`src/eip_consts.svh`:
```
// Offsets, field positions and reset values of the external interrupt unit
`ifndef EIP_CONSTS_SVH
`define EIP_CONSTS_SVH

// Register offsets on the plain register port
`define EIP_OFS_STATUS_CONTROL 4'h0
`define EIP_OFS_SECOND_CONFIG  4'h1
`define EIP_OFS_BREAK_FLAG     4'h2
`define EIP_OFS_PORT_DATA      4'h3

// Status and control field positions
`define EIP_BIT_MODE    0
`define EIP_BIT_MASK    1
`define EIP_BIT_ACK     2
`define EIP_BIT_PENDING 3

// Second configuration register field positions
`define EIP_BIT_PULLUP_DIS 0
`define EIP_BIT_FUNC_EN    1

// Break flag control field position
`define EIP_BIT_BREAK_CLEAR_ENABLE 7

// Shared port data bit that the pin occupies
`define EIP_BIT_PORT_PIN 2

// Reset values
`define EIP_RST_MODE       1'b0
`define EIP_RST_MASK       1'b0
`define EIP_RST_PULLUP_DIS 1'b0
`define EIP_RST_FUNC_EN    1'b0
`define EIP_RST_BREAK_CLEAR_ENABLE       1'b0
`define EIP_RST_LATCH      1'b0
`define EIP_RST_RDATA      8'h00
`define EIP_RST_SYNC       1'b1

`endif

```
`src/eip_pkg.sv`:
```
// Types shared by the external interrupt pin unit
`default_nettype none
package eip_pkg;
  // Trigger sensitivity of the pin
  typedef enum logic [0:0] {
    EIP_TRIG_FALL_ONLY  = 1'b0,
    EIP_TRIG_FALL_LEVEL = 1'b1
  } eip_trig_t;

  // Register port widths
  typedef logic [3:0] eip_addr_t;
  typedef logic [7:0] eip_data_t;
endpackage
`default_nettype wire

```
`src/eip_unit.sv`:
```
// External interrupt pin unit: request latch, control registers, pin sharing
`include "eip_consts.svh"
`default_nettype none
module eip_unit (
  input  wire logic           clk_sys_i,             // System bus clock
  input  wire logic           rst_i,                 // Synchronous reset
  input  wire eip_pkg::eip_addr_t addr_i,            // Register address
  input  wire eip_pkg::eip_data_t wdata_i,           // Register write data
  input  wire logic           wr_i,                  // Write strobe
  input  wire logic           rd_i,                  // Read strobe
  output logic [7:0]          rdata_o,               // Read data, next cycle
  input  wire logic           ext_int_pin_n_i,       // Active-low pin
  input  wire logic           vector_fetch_ack_i,    // Core fetched vector
  input  wire logic           break_state_i,         // Debug break active
  input  wire logic           wait_mode_i,           // Core in wait mode
  input  wire logic           stop_mode_i,           // Core in stop mode
  output logic                irq_request_o,         // Request to the core
  output logic                wakeup_o,              // Leave wait or stop
  output logic                branch_pin_level_o,    // Level for pin branches
  output logic                pullup_enable_o,       // Internal pull-up on
  output logic                ext_int_pin_function_enable_o // Pin owned
);
  import eip_pkg::*;

  // Control registers
  eip_trig_t  trig_mode;        // Trigger sensitivity
  eip_trig_t  next_trig_mode;
  logic       req_mask;         // Request mask
  logic       next_req_mask;
  logic       pullup_disable;   // Pull-up disable
  logic       next_pullup_disable;
  logic       func_enable;      // Pin function enable
  logic       next_func_enable;
  logic       break_clear_enable; // Status clear allowed in break
  logic       next_break_clear_enable;

  // Request latch
  logic       req_latch;
  logic       next_req_latch;

  // Pin synchroniser and edge history
  logic       pin_meta;         // First stage, read only by pin_sync
  logic       pin_sync;         // Second stage, safe to use
  logic       pin_prev;         // Previous synchronised sample
  logic       next_pin_meta;
  logic       next_pin_sync;
  logic       next_pin_prev;

  // Read data register
  logic [7:0] next_rdata;

  // Decoded events
  logic       falling_edge;
  logic       low_level;
  logic       set_event;
  logic       ack_write;
  logic       sw_clear_ok;
  logic       clear_event;

  // Pin synchroniser; idles high so reset never looks like an edge
  always_comb begin
    next_pin_meta = ext_int_pin_n_i;
    next_pin_sync = pin_meta;
    next_pin_prev = pin_sync;
  end

  always_ff @(posedge clk_sys_i) begin
    if (rst_i) begin
      pin_meta <= `EIP_RST_SYNC;
      pin_sync <= `EIP_RST_SYNC;
      pin_prev <= `EIP_RST_SYNC;
    end else begin
      pin_meta <= next_pin_meta;
      pin_sync <= next_pin_sync;
      pin_prev <= next_pin_prev;
    end
  end

  // Trigger qualification; a disabled function sees nothing
  always_comb begin
    falling_edge = pin_prev & ~pin_sync;
    low_level    = (trig_mode == EIP_TRIG_FALL_LEVEL)
                   & ~pin_sync;
    set_event    = func_enable & (falling_edge | low_level);
  end

  // Clear sources for the latch
  always_comb begin
    ack_write   = wr_i && (addr_i == `EIP_OFS_STATUS_CONTROL)
                  && wdata_i[`EIP_BIT_ACK];
    // Break protects status unless clear enable is set
    sw_clear_ok = ~break_state_i | break_clear_enable;
    clear_event = vector_fetch_ack_i
                  | (ack_write & sw_clear_ok);
  end

  // Latch next value; a new event beats a same-cycle clear
  always_comb begin
    next_req_latch = req_latch;
    if (set_event) begin
      next_req_latch = 1'b1;
    end else if (clear_event) begin
      next_req_latch = 1'b0;
    end
  end

  always_ff @(posedge clk_sys_i) begin
    if (rst_i) begin
      req_latch <= `EIP_RST_LATCH;
    end else begin
      req_latch <= next_req_latch;
    end
  end

  // Control register writes; these are not status, so break has no say
  always_comb begin
    next_trig_mode          = trig_mode;
    next_req_mask           = req_mask;
    next_pullup_disable     = pullup_disable;
    next_func_enable        = func_enable;
    next_break_clear_enable = break_clear_enable;
    if (wr_i) begin
      unique case (addr_i)
        `EIP_OFS_STATUS_CONTROL: begin
          next_trig_mode = eip_trig_t'(wdata_i[`EIP_BIT_MODE]);
          next_req_mask  = wdata_i[`EIP_BIT_MASK];
        end
        `EIP_OFS_SECOND_CONFIG: begin
          next_pullup_disable = wdata_i[`EIP_BIT_PULLUP_DIS];
          next_func_enable    = wdata_i[`EIP_BIT_FUNC_EN];
        end
        `EIP_OFS_BREAK_FLAG: begin
          next_break_clear_enable = wdata_i[`EIP_BIT_BREAK_CLEAR_ENABLE];
        end
        default: begin
          // Port data and unmapped offsets hold no writable state here
          next_trig_mode = trig_mode;
        end
      endcase
    end
  end

  always_ff @(posedge clk_sys_i) begin
    if (rst_i) begin
      trig_mode          <= eip_trig_t'(`EIP_RST_MODE);
      req_mask           <= `EIP_RST_MASK;
      pullup_disable     <= `EIP_RST_PULLUP_DIS;
      func_enable        <= `EIP_RST_FUNC_EN;
      break_clear_enable <= `EIP_RST_BREAK_CLEAR_ENABLE;
    end else begin
      trig_mode          <= next_trig_mode;
      req_mask           <= next_req_mask;
      pullup_disable     <= next_pullup_disable;
      func_enable        <= next_func_enable;
      break_clear_enable <= next_break_clear_enable;
    end
  end

  // Read mux; reads have no side effects, so break reads are harmless
  always_comb begin
    next_rdata = 8'h00;
    if (rd_i) begin
      unique case (addr_i)
        `EIP_OFS_STATUS_CONTROL: begin
          next_rdata[`EIP_BIT_MODE]    = trig_mode;
          next_rdata[`EIP_BIT_MASK]    = req_mask;
          next_rdata[`EIP_BIT_ACK]     = 1'b0;
          next_rdata[`EIP_BIT_PENDING] = req_latch;
        end
        `EIP_OFS_SECOND_CONFIG: begin
          next_rdata[`EIP_BIT_PULLUP_DIS] = pullup_disable;
          next_rdata[`EIP_BIT_FUNC_EN]    = func_enable;
        end
        `EIP_OFS_BREAK_FLAG: begin
          next_rdata[`EIP_BIT_BREAK_CLEAR_ENABLE] = break_clear_enable;
        end
        `EIP_OFS_PORT_DATA: begin
          // Pin owned by the interrupt: port bit reads zero
          next_rdata[`EIP_BIT_PORT_PIN] = ~func_enable
                                          & pin_sync;
        end
        default: begin
          // Unmapped offsets read as zero
          next_rdata = 8'h00;
        end
      endcase
    end
  end

  always_ff @(posedge clk_sys_i) begin
    if (rst_i) begin
      rdata_o <= `EIP_RST_RDATA;
    end else begin
      rdata_o <= next_rdata;
    end
  end

  // Outputs to the core and pad; the latch keeps running in wait and stop
  always_comb begin
    irq_request_o      = req_latch & ~req_mask;
    wakeup_o           = irq_request_o
                         & (wait_mode_i | stop_mode_i);
    branch_pin_level_o = func_enable ? pin_sync : 1'b1;
    pullup_enable_o    = ~pullup_disable;
    ext_int_pin_function_enable_o = func_enable;
  end

endmodule
`default_nettype wire

```
`config.mk`:
```
export PLATFORM = sky130hd
export DESIGN_NAME = eip_unit
export DESIGN_NICKNAME = d
export VERILOG_FILES = /design/src/eip_pkg.sv /design/src/eip_unit.sv
export VERILOG_INCLUDE_DIRS = /design/src /design/src/src
export SDC_FILE = /design/constraint.sdc
export NUM_CORES = 1
export LEC_CHECK = 0
export BUFFER_PORTS_ARGS = -buffer_cell sky130_fd_sc_hd__buf_2
export CORE_MARGIN = 2
export CORE_UTILIZATION = 41
export CTS_CLUSTER_SIZE = 10
export DETAILED_ROUTE_END_ITERATION = 7
export PLACE_DENSITY_LB_ADDON = 0.08
export SLEW_MARGIN = 20
export SYNTH_ARGS = -nofsm -noshare
export SYNTH_HDL_FRONTEND = slang
export SYNTH_SLANG_ARGS = --single-unit
export TNS_END_PERCENT = 50
```
`constraint.sdc`:
```
create_clock -name clk_sys_i -period 1.9 [get_ports clk_sys_i]
set_clock_uncertainty 0.2 [all_clocks]
set_input_delay 0.095 -clock clk_sys_i [delete_from_list [all_inputs] [get_ports clk_sys_i]]
set_output_delay 0.095 -clock clk_sys_i [all_outputs]
set_load 0.02 [all_outputs]
```
# Yosys cells after proc, flatten, opt, wreduce, memory -nomap -nowiden

Cells that the tools add are included.

Flip-flop bits (word level): 17
Input bits: 21

Eq/ne operators: 3
Mux-type cells: 4
Bitwise gates (word level): 20
Reduce and logical (&&, ||, !) cells: 11

Operators with widths:

| kind               | number |
|---|---|
| $not 1->1          | 9 |
| $reduce_or 3->1    | 3 |
| $eq 4x2->1 const B | 2 |
| $and 1x1->1        | 7 |
| $reduce_and 2->1   | 3 |
| $eq 4x1->1 const B | 1 |
| $logic_not 4->1    | 1 |
| $or 1x1->1         | 4 |
| $pmux 2 s2         | 1 |
| $mux 1             | 3 |
| $logic_and 1x1->1  | 2 |
| $reduce_bool 2->1  | 1 |
| $reduce_or 2->1    | 1 |

# Logic depth before layout (Yosys ltp)

Gate-level depths: netlist of the first run.

Depth in word-level cells: 7
Gate-level depth with buffers: 4

# Least setup slack after synthesis of the first run

No wires, ideal clock.

Path type: input to register
Start point: input addr_i[0]
End point: register req_latch
Library setup time: 126 ps
Arrival time: 1132 ps
Setup slack: 442 ps
Cell stages on the path: 4
Cell sequence: buf_6 or4b_4 o41ai_1 a21oi_1

Longest elaborated chain between the ends: 6

Ends and longest elaborated chain:

| what                           | line            | RTL |
|---|---|---|
| start, declared                | eip_unit.sv:7   | `input wire eip_pkg::eip_addr_t addr_i,` |
| $logic_not 4->1                | -               |  |
| $logic_and 1x1->1 (2 in a row) | eip_unit.sv:89  | `` ack_write = wr_i && (addr_i == `EIP_OFS_STATUS_CONTROL) `` |
| $and 1x1->1                    | eip_unit.sv:94  | `\| (ack_write & sw_clear_ok);` |
| $or 1x1->1                     | eip_unit.sv:94  |  |
| $reduce_bool 2->1 (no line)    | -               |  |
| end signal, assigned           | eip_unit.sv:109 | `` req_latch <= `EIP_RST_LATCH; `` |
| end signal, assigned           | eip_unit.sv:111 | `req_latch <= next_req_latch;` |
| end, declared                  | eip_unit.sv:38  | `logic req_latch;` |

No other way between the ends.
A chain may end at the register's enable or synchronous reset.

# Worst setup path after layout of the first run

Start point: input addr_i[1]
End point: register req_latch

Same word-level chain as after synthesis.

==> results.md, run 1 <==
- Io pins: 34
- Req. time, crit path: 1870 ps
- Pin count of the biggest net entering global routing: 8
- Sequential area share after synthesis: 46.86%
- Vias in the first global route: 576
- Critical Path, Cell by Cell: dlygate4sd3_1, buf_2, o41ai_1, dlygate4sd3_1, a21oi_1
- Post-Syn Area per Cell: 9.493 sq um
- LEAKAGE: 0.4183 nW
- Drt initial violations: 2
- Number of I/O port buffers: 26
- Hold_ws: -19.86 ps
- Crit path DAT: 1810 ps
- Crit path max-delay family: buffers and inverters
- Post-synthesis cell type count: 23
- # DRC: 0
- Hold Path Class: input port to flop
- Critical path type: input port to flop
- Clock Latency Late Sink: 270 ps
- Area contributors post-synth: dfxtp_1 47%, mux2i_1 10%, nand2b_1 7.3%
- Fmax: 541.9 MHz
- Die H: 42.20 um
- Layout net count: 127
- Leading cell types by count after synthesis: 14 x dfxtp_1, 7 x nand2b_1, 6 x mux2i_1, 4 x inv_1, 4 x nor2_1
- Num CTS Buffers: 3
- Setup TNS: 0 ps
- Placed insts: 101
- Most frequent cell after synthesis: dfxtp_1
- Layout fillers: 109
- Yosys Warn Count: 0
- Cell depth of the worst setup path: 5
- Via count: 558
- Initial antenna violation count: 0
- Post-CTS setup buffers: 0
- Top layer in use: met4
- DR WL/cell: 11.35 um
- GPL Wtd Cong: 0.6941
- All-layer global routing usage: 16.87%
- Area leader, netlist: dfxtp_1
- Die W: 42.20 um
- Maximum vdd drop: 0.3386 mV
- Die area: 1780 sq um
- Final setup viols: 0
- Period utilisation layout: 97.12%
- Post-synth EDFFs: 0
- # diodes: 0
- Routed wl met3: 95 um
- Reg2reg start: break_clear_enable
- Initial Utilization: 44.84%
- Worst path most repeated cell: dlygate4sd3_1
- M1 WL: 562 um
- Fin crit period: 1845 ps
- R2r endpoint: req_latch
- DR vias/cell: 4.689
- First-pass GRT wire length: 2.270 mm
- Flop2flop setup slack: 270 ps
- CTS tree: built
- Synth Flop Type: dfxtp_1
- Core Area: 1334 sq um
- CP Capture Point: req_latch
- Final Non-Filler Cells: 119
- Flop and latch count out of synthesis: 14
- Worst setup SP type: input port
- CP peak stage delay: 600 ps
- Drt total wl: 1.351 mm
- Clock tree buffer depth: 2
- HPWL Detailed: 838 um
- Worst r2r path cells: 4
- Final antenna-violating net count: 0
- Total power: 524.9 uW
- Slew Limit Fails: 0
- Met2 wire len: 690 um
- DR pass1 iterations: 4
- Final hold vios: 4
- Gr ovfl total: 0
- Crit. End Element: flop
- Failing checks: negative hold slack
- Root Buffer: clkbuf_4
- Worst setup path start: addr_i[1]
- Synth Instances: 63
- Max Cap Viol: 0
- Crit Path Max Fanout: 4
- Row count: 13
- Clk slew on worst S/H paths: 80 ps
- Layout area overhead: 48.74%
- WP buf/inv: 3
- Status: complete, but fails checks
- Pwr/cell area: 590.0 nW/um^2
- CP max stage cell: dlygate4sd3_1
- Clk sinks: 14
- Yosys top cell area share: 46.86%
- Async SR Flop Fraction: 0%
- Layout cells sized above 1: 31.73%
- Mapped Area: 598.1 sq um
- RSZ-0062 raised after global routing: false
- H-tree levels: 1
what timing repair did:
| action | CTS | global route |
|---|---|---|
| hold endpoints to repair | 14 | 0 |
| hold buffers | 16 | 0 |
| gates resized for setup | 0 | 0 |
| endpoints found under the setup margin | 0 | 1 |
worst min-delay path by stage:
| stage | cells after the start | slack (ps) | start | to |
|---|---|---|---|---|
| floorplan | 1 | -1 | ext_int_pin_n_i | next_pin_sync |
| global placement | 2 | 80 | ext_int_pin_n_i | next_pin_sync |
| detailed placement | 2 | 80 | ext_int_pin_n_i | next_pin_sync |
| CTS | 3 | 0.5 | wr_i | pullup_disable |
| global route | 4 | 10 | addr_i[3] | rdata_o[0] |
| finish | 4 | -20 | addr_i[2] | rdata_o[2] |
layout make-up:
type	instances	area (sq um)	share of cell area (%)
well taps	15	18.77	2.110
repair buffers	41	280.3	31.50
multi-input cells	42	272.8	30.66
clock buffers	3	22.52	2.532
inverters	4	15.01	1.688
flip-flops and latches	14	280.3	31.50
power by group:
| part | leakage (nW) | internal [mW] | total [mW] | switching [mW] |
|---|---|---|---|---|
| Sequential | 0.113 | 0.297 | 0.299 | 0.00211 |
| Clock | 0.0138 | 0.0735 | 0.160 | 0.0869 |
| Combinational | 0.291 | 0.0367 | 0.0651 | 0.0284 |
tightest hold or removal path: stages:
cell and delay (ps):
buf_2 100, nor4b_1 60, nand2_1 90, nor3_1 60
cells by family (layout without fill, tap and decap cells):
logic type,count (synthesis),count (layout),synth area share [%]
flip-flops,14,14,46.86
other,1,3,0.6270
AO/OA/AOI/OAI,6,6,6.486
multiplexers,6,6,10.04
buffers and inverters,9,48,8.785
AND/OR/NAND/NOR,27,27,27.20
layout by cell type, fill, tap and decap left out, drive strengths merged, types with 2 or more instances in the layout:
cell,synthesis,final
buf,4,26
dlygate4sd3,0,15
dfxtp,14,14
nand2b,7,7
mux2i,6,6
inv,4,4
nor2,4,4
nor2b,3,3
nand2,3,3
or2,3,3
conb,1,3
clkbuf,1,3
a21oi,2,2
nor3b,2,2
registers in the layout, indices dropped and copies added, names as in the netlist:
name                           count
pullup_disable                     1
break_clear_enable                 1
next_pin_prev                      1
req_latch                          1
pin_prev                           1
ext_int_pin_function_enable_o      1
trig_mode                          1
req_mask                           1
rdata_o                            5
next_pin_sync                      1
per-stage QoR:
stage	setup slack [ps]	instance area [sq um]	util [%]	hold WS [ps]
2_1_floorplan	442.2	605.6	-	-1.189
3_3_place_gp	342.7	716.9	53.75	77.38
3_5_place_dp	338.2	716.9	53.75	82.12
4_1_cts	12.82	899.6	67.45	0.4952
5_1_grt	38.13	889.6	66.70	13.43
6_report	54.80	889.6	66.70	-19.86
metal layers:
layer | track usage [%] | up-vias
li1 | - | 283
met1 | 16.89 | 253
met2 | 31.38 | 20
met3 | 6.466 | 2
met4 | 5.625 | 0
met5 | 0 | -
(Power assumes the default switching activity.)
==> run 2: changes to the inputs <==
Settings changed: ABC_AREA from default to 1, CELL_PAD_IN_SITES_DETAIL_PLACEMENT from default to 0, CELL_PAD_IN_SITES_GLOBAL_PLACEMENT from default to 1, CORE_UTILIZATION 41 to 28.
==> results.md, run 2 <==
- Clock tree buffer depth: 2 (unchanged)
- Req. time, crit path: 1870 ps (about the same)
- Top reg by flops: rdata_o (unchanged)
- DR WL/cell: 9.493 um (was 11.35 um)
- Setup TNS: 0 ps (unchanged)
- Crit path DAT: 1790 ps (was 1810 ps)
- Fin crit period: 1824 ps (was 1845 ps)
- Crit Path Max Fanout: 7 (was 4)
- Fmax: 548.3 MHz (was 541.9 MHz)
- Initial antenna violation count: 0 (unchanged)
- Layout fillers: 217 (was 109)
- Area contributors post-synth: dfxtp_1 46%, nand2_1 7.4%, inv_1 5.5% (was dfxtp_1 47%, mux2i_1 10%, nand2b_1 7.3%)
- Initial Utilization: 30.50% (was 44.84%)
- Die H: 50.70 um (was 42.20 um)
- Number of I/O port buffers: 26 (unchanged)
- Pin count of the biggest net entering global routing: 9 (was 8)
- Mapped Area: 610.6 sq um (was 598.1 sq um)
- Die W: 50.70 um (was 42.20 um)
- Yosys top cell area share: 45.90% (was 46.86%)
- Crit. End Element: flop (unchanged)
- Most frequent cell after synthesis: dfxtp_1 (unchanged)
- Post-synthesis cell type count: 23 (unchanged)
- Drt total wl: 1.405 mm (was 1.351 mm)
- Layout net count: 143 (was 127)
- Synth Flop Type: dfxtp_1 (unchanged)
- Final hold vios: 0 (was 4)
- Sequential area share after synthesis: 45.90% (was 46.86%)
- DR vias/cell: 4.189 (was 4.689)
- Final setup viols: 0 (unchanged)
- Io pins: 34 (unchanged)
- Hold Path Class: input port to flop (unchanged)
- Commonest non-fill, non-tap cells in the layout: 26 x buf_2, 18 x dlygate4sd3_1, 14 x dfxtp_1 (was 26 x buf_2, 15 x dlygate4sd3_1, 14 x dfxtp_1)
- Post-Syn Area per Cell: 8.251 sq um (was 9.493 sq um)
- HPWL Detailed: 1.033 mm (was 838 um)
- Max Cap Viol: 0 (unchanged)
- Core Area: 2002 sq um (was 1334 sq um)
- Post-CTS setup buffers: 0 (unchanged)
- H-tree levels: 1 (unchanged)
- Flop and latch count out of synthesis: 14 (unchanged)
- Period utilisation layout: 95.99% (was 97.12%)
- Row count: 16 (was 13)
- WP buf/inv: 3 (unchanged)
- Hold wc startpoint: addr_i[3] (was addr_i[2])
- Crit path max-delay family: buffers and inverters (unchanged)
- Status: finished clean (was complete, but fails checks)
- Async SR Flop Fraction: 0% (unchanged)
- RSZ-0062 raised after global routing: false (unchanged)
- Area leader, netlist: dfxtp_1 (unchanged)
- Layout area overhead: 63.73% (was 48.74%)
- Worst path most repeated cell: dlygate4sd3_1 (unchanged)
- CP max stage cell: dlygate4sd3_1 (unchanged)
- Worst setup path start: addr_i[1] (unchanged)
- DR pass1 iterations: 2 (was 4)
- LEAKAGE: 0.4390 nW (was 0.4183 nW)
- Worst setup SP type: input port (unchanged)
- All-layer global routing usage: 12.82% (was 16.87%)
- # DRC: 0 (unchanged)
- Critical Path, Cell by Cell: dlygate4sd3_1, buf_2, nor2_4, nand3_4, o21bai_4, a21oi_2, dlygate4sd3_1 (was dlygate4sd3_1, buf_2, o41ai_1, dlygate4sd3_1, a21oi_1)
- Leading cell types by count after synthesis: 14 x dfxtp_1, 12 x nand2_1, 9 x inv_1, 5 x a21oi_1 (was 14 x dfxtp_1, 7 x nand2b_1, 6 x mux2i_1, 4 x inv_1, 4 x nor2_1)
- Pwr/cell area: 601.1 nW/um^2 (was 590.0 nW/um^2)
- # diodes: 0 (unchanged)
- Clk sinks: 14 (unchanged)
- Post-synth EDFFs: 0 (unchanged)
- CP peak stage delay: 550 ps (was 600 ps)
- Root Buffer: clkbuf_4 (unchanged)
- Final antenna-violating net count: 0 (unchanged)
- Clock Latency Late Sink: 280 ps (was 270 ps)
- Slew Limit Fails: 0 (unchanged)
- Commonest non-fill, non-tap cell in the layout: buf_2 (unchanged)
- Num CTS Buffers: 3 (unchanged)
- Maximum vdd drop: 0.4794 mV (was 0.3386 mV)
- Yosys Warn Count: 0 (unchanged)
- Vias in the first global route: 586 (was 576)
- Reg2reg start: req_latch (was break_clear_enable)
- GPL Wtd Cong: 0.6669 (was 0.6941)
- Clk slew on worst S/H paths: 80 ps (about the same)
- Drt initial violations: 7 (was 2)
- Die area: 2570 sq um (was 1780 sq um)
- Max FFs per register: 5 (unchanged)
- Critical path type: input port to flop (unchanged)
- Gr ovfl total: 0 (unchanged)
- Final Non-Filler Cells: 148 (was 119)
- Via count: 620 (was 558)
- Placed insts: 126 (was 101)
- CTS tree: built (unchanged)
- Synth Instances: 74 (was 63)
- Layout cells sized above 1: 38.02% (was 31.73%)
- First-pass GRT wire length: 2.339 mm (was 2.270 mm)
run 2: cell count changes in the layout (fill, tap and decap cells not counted), moves of 3 or more:
cell | previous run | this run
dlygate4sd3_1 | 15 | 18
nand2_1 | 3 | 12
mux2i_1 | 6 | 0
nor2b_1 | 3 | 0
nand2b_1 | 7 | 0
a21oi_1 | 2 | 5
inv_1 | 4 | 9
run 2: path summary, 6_finish.rpt:
path	to	slack, ps	cells past startpoint
max	req_latch	80	7
min	break_clear_enable	30	5
max reg2reg	req_latch	240	5
min reg2reg	next_pin_prev	220	1
run 2: kinds of logic (layout without fill, tap and decap cells):
group	count (synthesis)	in the layout	synth area share (%)
compound gates	14	14	14.55
buf+inv	14	59	10.45
flops	14	14	45.90
other cells	1	3	0.6142
simple gates	31	31	28.48
run 2: final cells by class:
class	count	area [sq um]	share of cell area, %
well taps	27	33.78	3.379
repair buffers	44	310.3	31.04
flip-flops and latches	14	280.3	28.04
inverters	11	41.29	4.130
multi-input cells	48	297.8	29.79
clock buffers	4	36.28	3.630
run 2: per-layer routing:
layer	global-route usage, %	share of wire, %	up-vias
met3	7.143	7.8	2
met2	22.81	52	18
met1	12.52	39	274
met4	4.054	0.85	0
met5	0	0	-
li1	-	-	326
run 2: report_power, final:
| part | leakage (nW) | switching, mW | internal, mW |
|---|---|---|---|
| Clock | 0.0210 | 0.0976 | 0.117 |
| Sequential | 0.114 | 0.00258 | 0.298 |
| Combinational | 0.304 | 0.0423 | 0.0434 |
run 2: tightest hold or removal path: cells and delay by family:
kind	cells	cell delay, ps
buffers and inverters	1	90
and+or+nand+nor	4	290
run 2: timing repair:
item | CTS | global route
endpoints found under the hold margin | 14 | 2
hold buffers | 18 | 1
setup endpoints to repair | 0 | 3
gates resized for setup | 0 | 4
run 2: stage by stage:
| step | area [sq um] | setup slack, ps | hold slack, ps | util, % | power (mW) |
|---|---|---|---|---|---|
| CTS | 975.9 | 6.750 | 4.901 | 48.75 | 0.6035 |
| floorplan | 618.1 | 647.6 | -42.56 | - | 0.3410 |
| global route | 999.7 | 3.173 | 62.41 | 49.94 | 0.6314 |
| finish | 999.7 | 76.24 | 34.37 | 49.94 | 0.6009 |
| detailed placement | 759.5 | 794.9 | 80.74 | 37.94 | 0.3658 |
| global placement | 759.5 | 790.5 | 79.36 | 37.94 | 0.3657 |
==> run 3: changes to the inputs <==
Settings changed: CORE_MARGIN 2 to 1, RECOVER_POWER from default to 25, SKIP_LAST_GASP from default to 1.
==> results.md, run 3 (same netlist as run 2, synthesis figures left out) <==
- HPWL Detailed: 1.005 mm (was 1.033 mm)
- Final antenna-violating net count: 0 (unchanged)
- LEAKAGE: 0.4028 nW (was 0.4390 nW)
- Commonest non-fill, non-tap cell in the layout: buf_2 (unchanged)
- Hold Path Class: input port to flop (unchanged)
- Worst setup SP type: input port (unchanged)
- Routed wl met3: 86 um (was 109 um)
- Crit path max-delay family: buffers and inverters (unchanged)
- Via count: 593 (was 620)
- Gr ovfl total: 0 (unchanged)
- CTS tree: built (unchanged)
- Top layer in use: met3 (was met4)
- Flop2flop setup slack: 250 ps (was 240 ps)
- M1 WL: 594 um (was 547 um)
- Max FFs per register: 5 (unchanged)
- Clock tree buffer depth: 2 (unchanged)
- # DRC: 0 (unchanged)
- Row count: 16 (unchanged)
- Crit. End Element: flop (unchanged)
- DR pass1 iterations: 2 (unchanged)
- Initial antenna violation count: 0 (unchanged)
- Crit Path Max Fanout: 7 (unchanged)
- Vias in the first global route: 583 (was 586)
- FF/Latch Area: 280.3 sq um (unchanged)
- Root Buffer: clkbuf_4 (unchanged)
- Clk sinks: 14 (unchanged)
- Max Cap Viol: 0 (unchanged)
- Met2 wire len: 661 um (was 735 um)
- Clock Latency Late Sink: 280 ps (about the same)
- Maximum vdd drop: 0.3834 mV (was 0.4794 mV)
- DR vias/cell: 4.090 (was 4.189)
- Number of I/O port buffers: 26 (unchanged)
- Req. time, crit path: 1870 ps (about the same)
- Layout net count: 141 (was 143)
- Critical Path, Cell by Cell: dlygate4sd3_1, buf_2, nor2_2, nand3_2, o21bai_2, a21oi_2, dlygate4sd3_1 (was dlygate4sd3_1, buf_2, nor2_4, nand3_4, o21bai_4, a21oi_2, dlygate4sd3_1)
- CP peak stage delay: 540 ps (was 550 ps)
- Drt initial violations: 5 (was 7)
- Initial Utilization: 30.50% (unchanged)
- Pin count of the biggest net entering global routing: 8 (was 9)
- Status: finished clean (unchanged)
- Fmax: 542.1 MHz (was 548.3 MHz)
- Core Area: 2002 sq um (unchanged)
- WP buf/inv: 3 (unchanged)
- Critical path type: input port to flop (unchanged)
- Layout cells sized above 1: 33.90% (was 38.02%)
- Pwr/cell area: 578.5 nW/um^2 (was 601.1 nW/um^2)
- # diodes: 0 (unchanged)
- RSZ-0062 raised after global routing: true (was false)
- Hold_ws: 13.24 ps (was 34.37 ps)
- Commonest non-fill, non-tap cells in the layout: 21 x buf_2, 16 x dlygate4sd3_1, 14 x dfxtp_1 (was 26 x buf_2, 18 x dlygate4sd3_1, 14 x dfxtp_1)
- All-layer global routing usage: 12.60% (was 12.82%)
- H-tree levels: 1 (unchanged)
- Final setup viols: 0 (unchanged)
- Final hold vios: 0 (unchanged)
- Worst path most repeated cell: dlygate4sd3_1 (unchanged)
- DR WL/cell: 9.255 um (was 9.493 um)
- First-pass GRT wire length: 2.256 mm (was 2.339 mm)
- Layout area overhead: 53.69% (was 63.73%)
- Footprint of the multi-input gates: 276.5 sq um (was 297.8 sq um)
- Drt total wl: 1.342 mm (was 1.405 mm)
- Die area: 2371 sq um (was 2570 sq um)
- Num CTS Buffers: 3 (unchanged)
- CP max stage cell: dlygate4sd3_1 (unchanged)
- Fin crit period: 1845 ps (was 1824 ps)
- Die H: 48.70 um (was 50.70 um)
- Top reg by flops: rdata_o (unchanged)
- Die W: 48.70 um (was 50.70 um)
- Post-CTS setup buffers: 0 (unchanged)
- Slew Limit Fails: 0 (unchanged)
- GPL Wtd Cong: 0.6688 (was 0.6669)
- Layout fillers: 218 (was 217)
- Io pins: 34 (unchanged)
- Period utilisation layout: 97.10% (was 95.99%)
- Final Util: 46.88% (was 49.94%)
- Crit path DAT: 1810 ps (was 1790 ps)
- Clk slew on worst S/H paths: 80 ps (about the same)
run 3: worst paths after layout:
path | startpoint | end | cells after the start
hold reg to reg | next_pin_sync | next_pin_prev | 1
hold / removal | addr_i[3] | break_clear_enable | 5
setup reg to reg | req_latch | req_latch | 5
setup / recovery | addr_i[1] | req_latch | 7
run 3: where the power goes:
group | internal, mW | total [mW] | switching [mW]
registers | 0.298 | 0.301 | 0.00237
logic | 0.0386 | 0.0777 | 0.0391
clock network | 0.0735 | 0.164 | 0.0910
total | 0.410 | 0.543 | 0.133
run 3: routing by layer:
metal	vias up	GRT usage, %
met5	-	0
met4	0	2.941
met3	0	5.975
met2	17	23.84
met1	257	12.12
li1	319	-
run 3: area by class of cell:
cell class | count | share of cell area [%]
clock buffers | 3 | 2.400
well taps | 27 | 3.600
multi-input cells | 48 | 29.47
repair buffers | 42 | 30.27
inverters | 11 | 4.400
flip-flops and latches | 14 | 29.87
run 3: through the flow:
stage	power, mW	TNS [ps]	instance area (sq um)	setup slack, ps	cells
2_1_floorplan	0.3410	0	618.1	647.6	76
3_3_place_gp	0.3654	0	759.5	781.8	126
3_5_place_dp	0.3659	0	759.5	789.4	126
4_1_cts	0.5499	0	942.2	45.75	145
5_1_grt	0.5696	-12.44	938.4	-7.278	145
6_report	0.5429	0	938.4	55.16	145
run 3: timing repair:
item                                   CTS  global route
hold buffers                            16             0
endpoints found under the hold margin   14             0
gates resized for setup                  0             1
setup endpoints to repair                0             3
run 3: tightest hold or removal path: stages:
cell     delay [ps]
buf_2            90
nor2_2           50
nand4_1          90
nor2_1           50
nor2_1           80
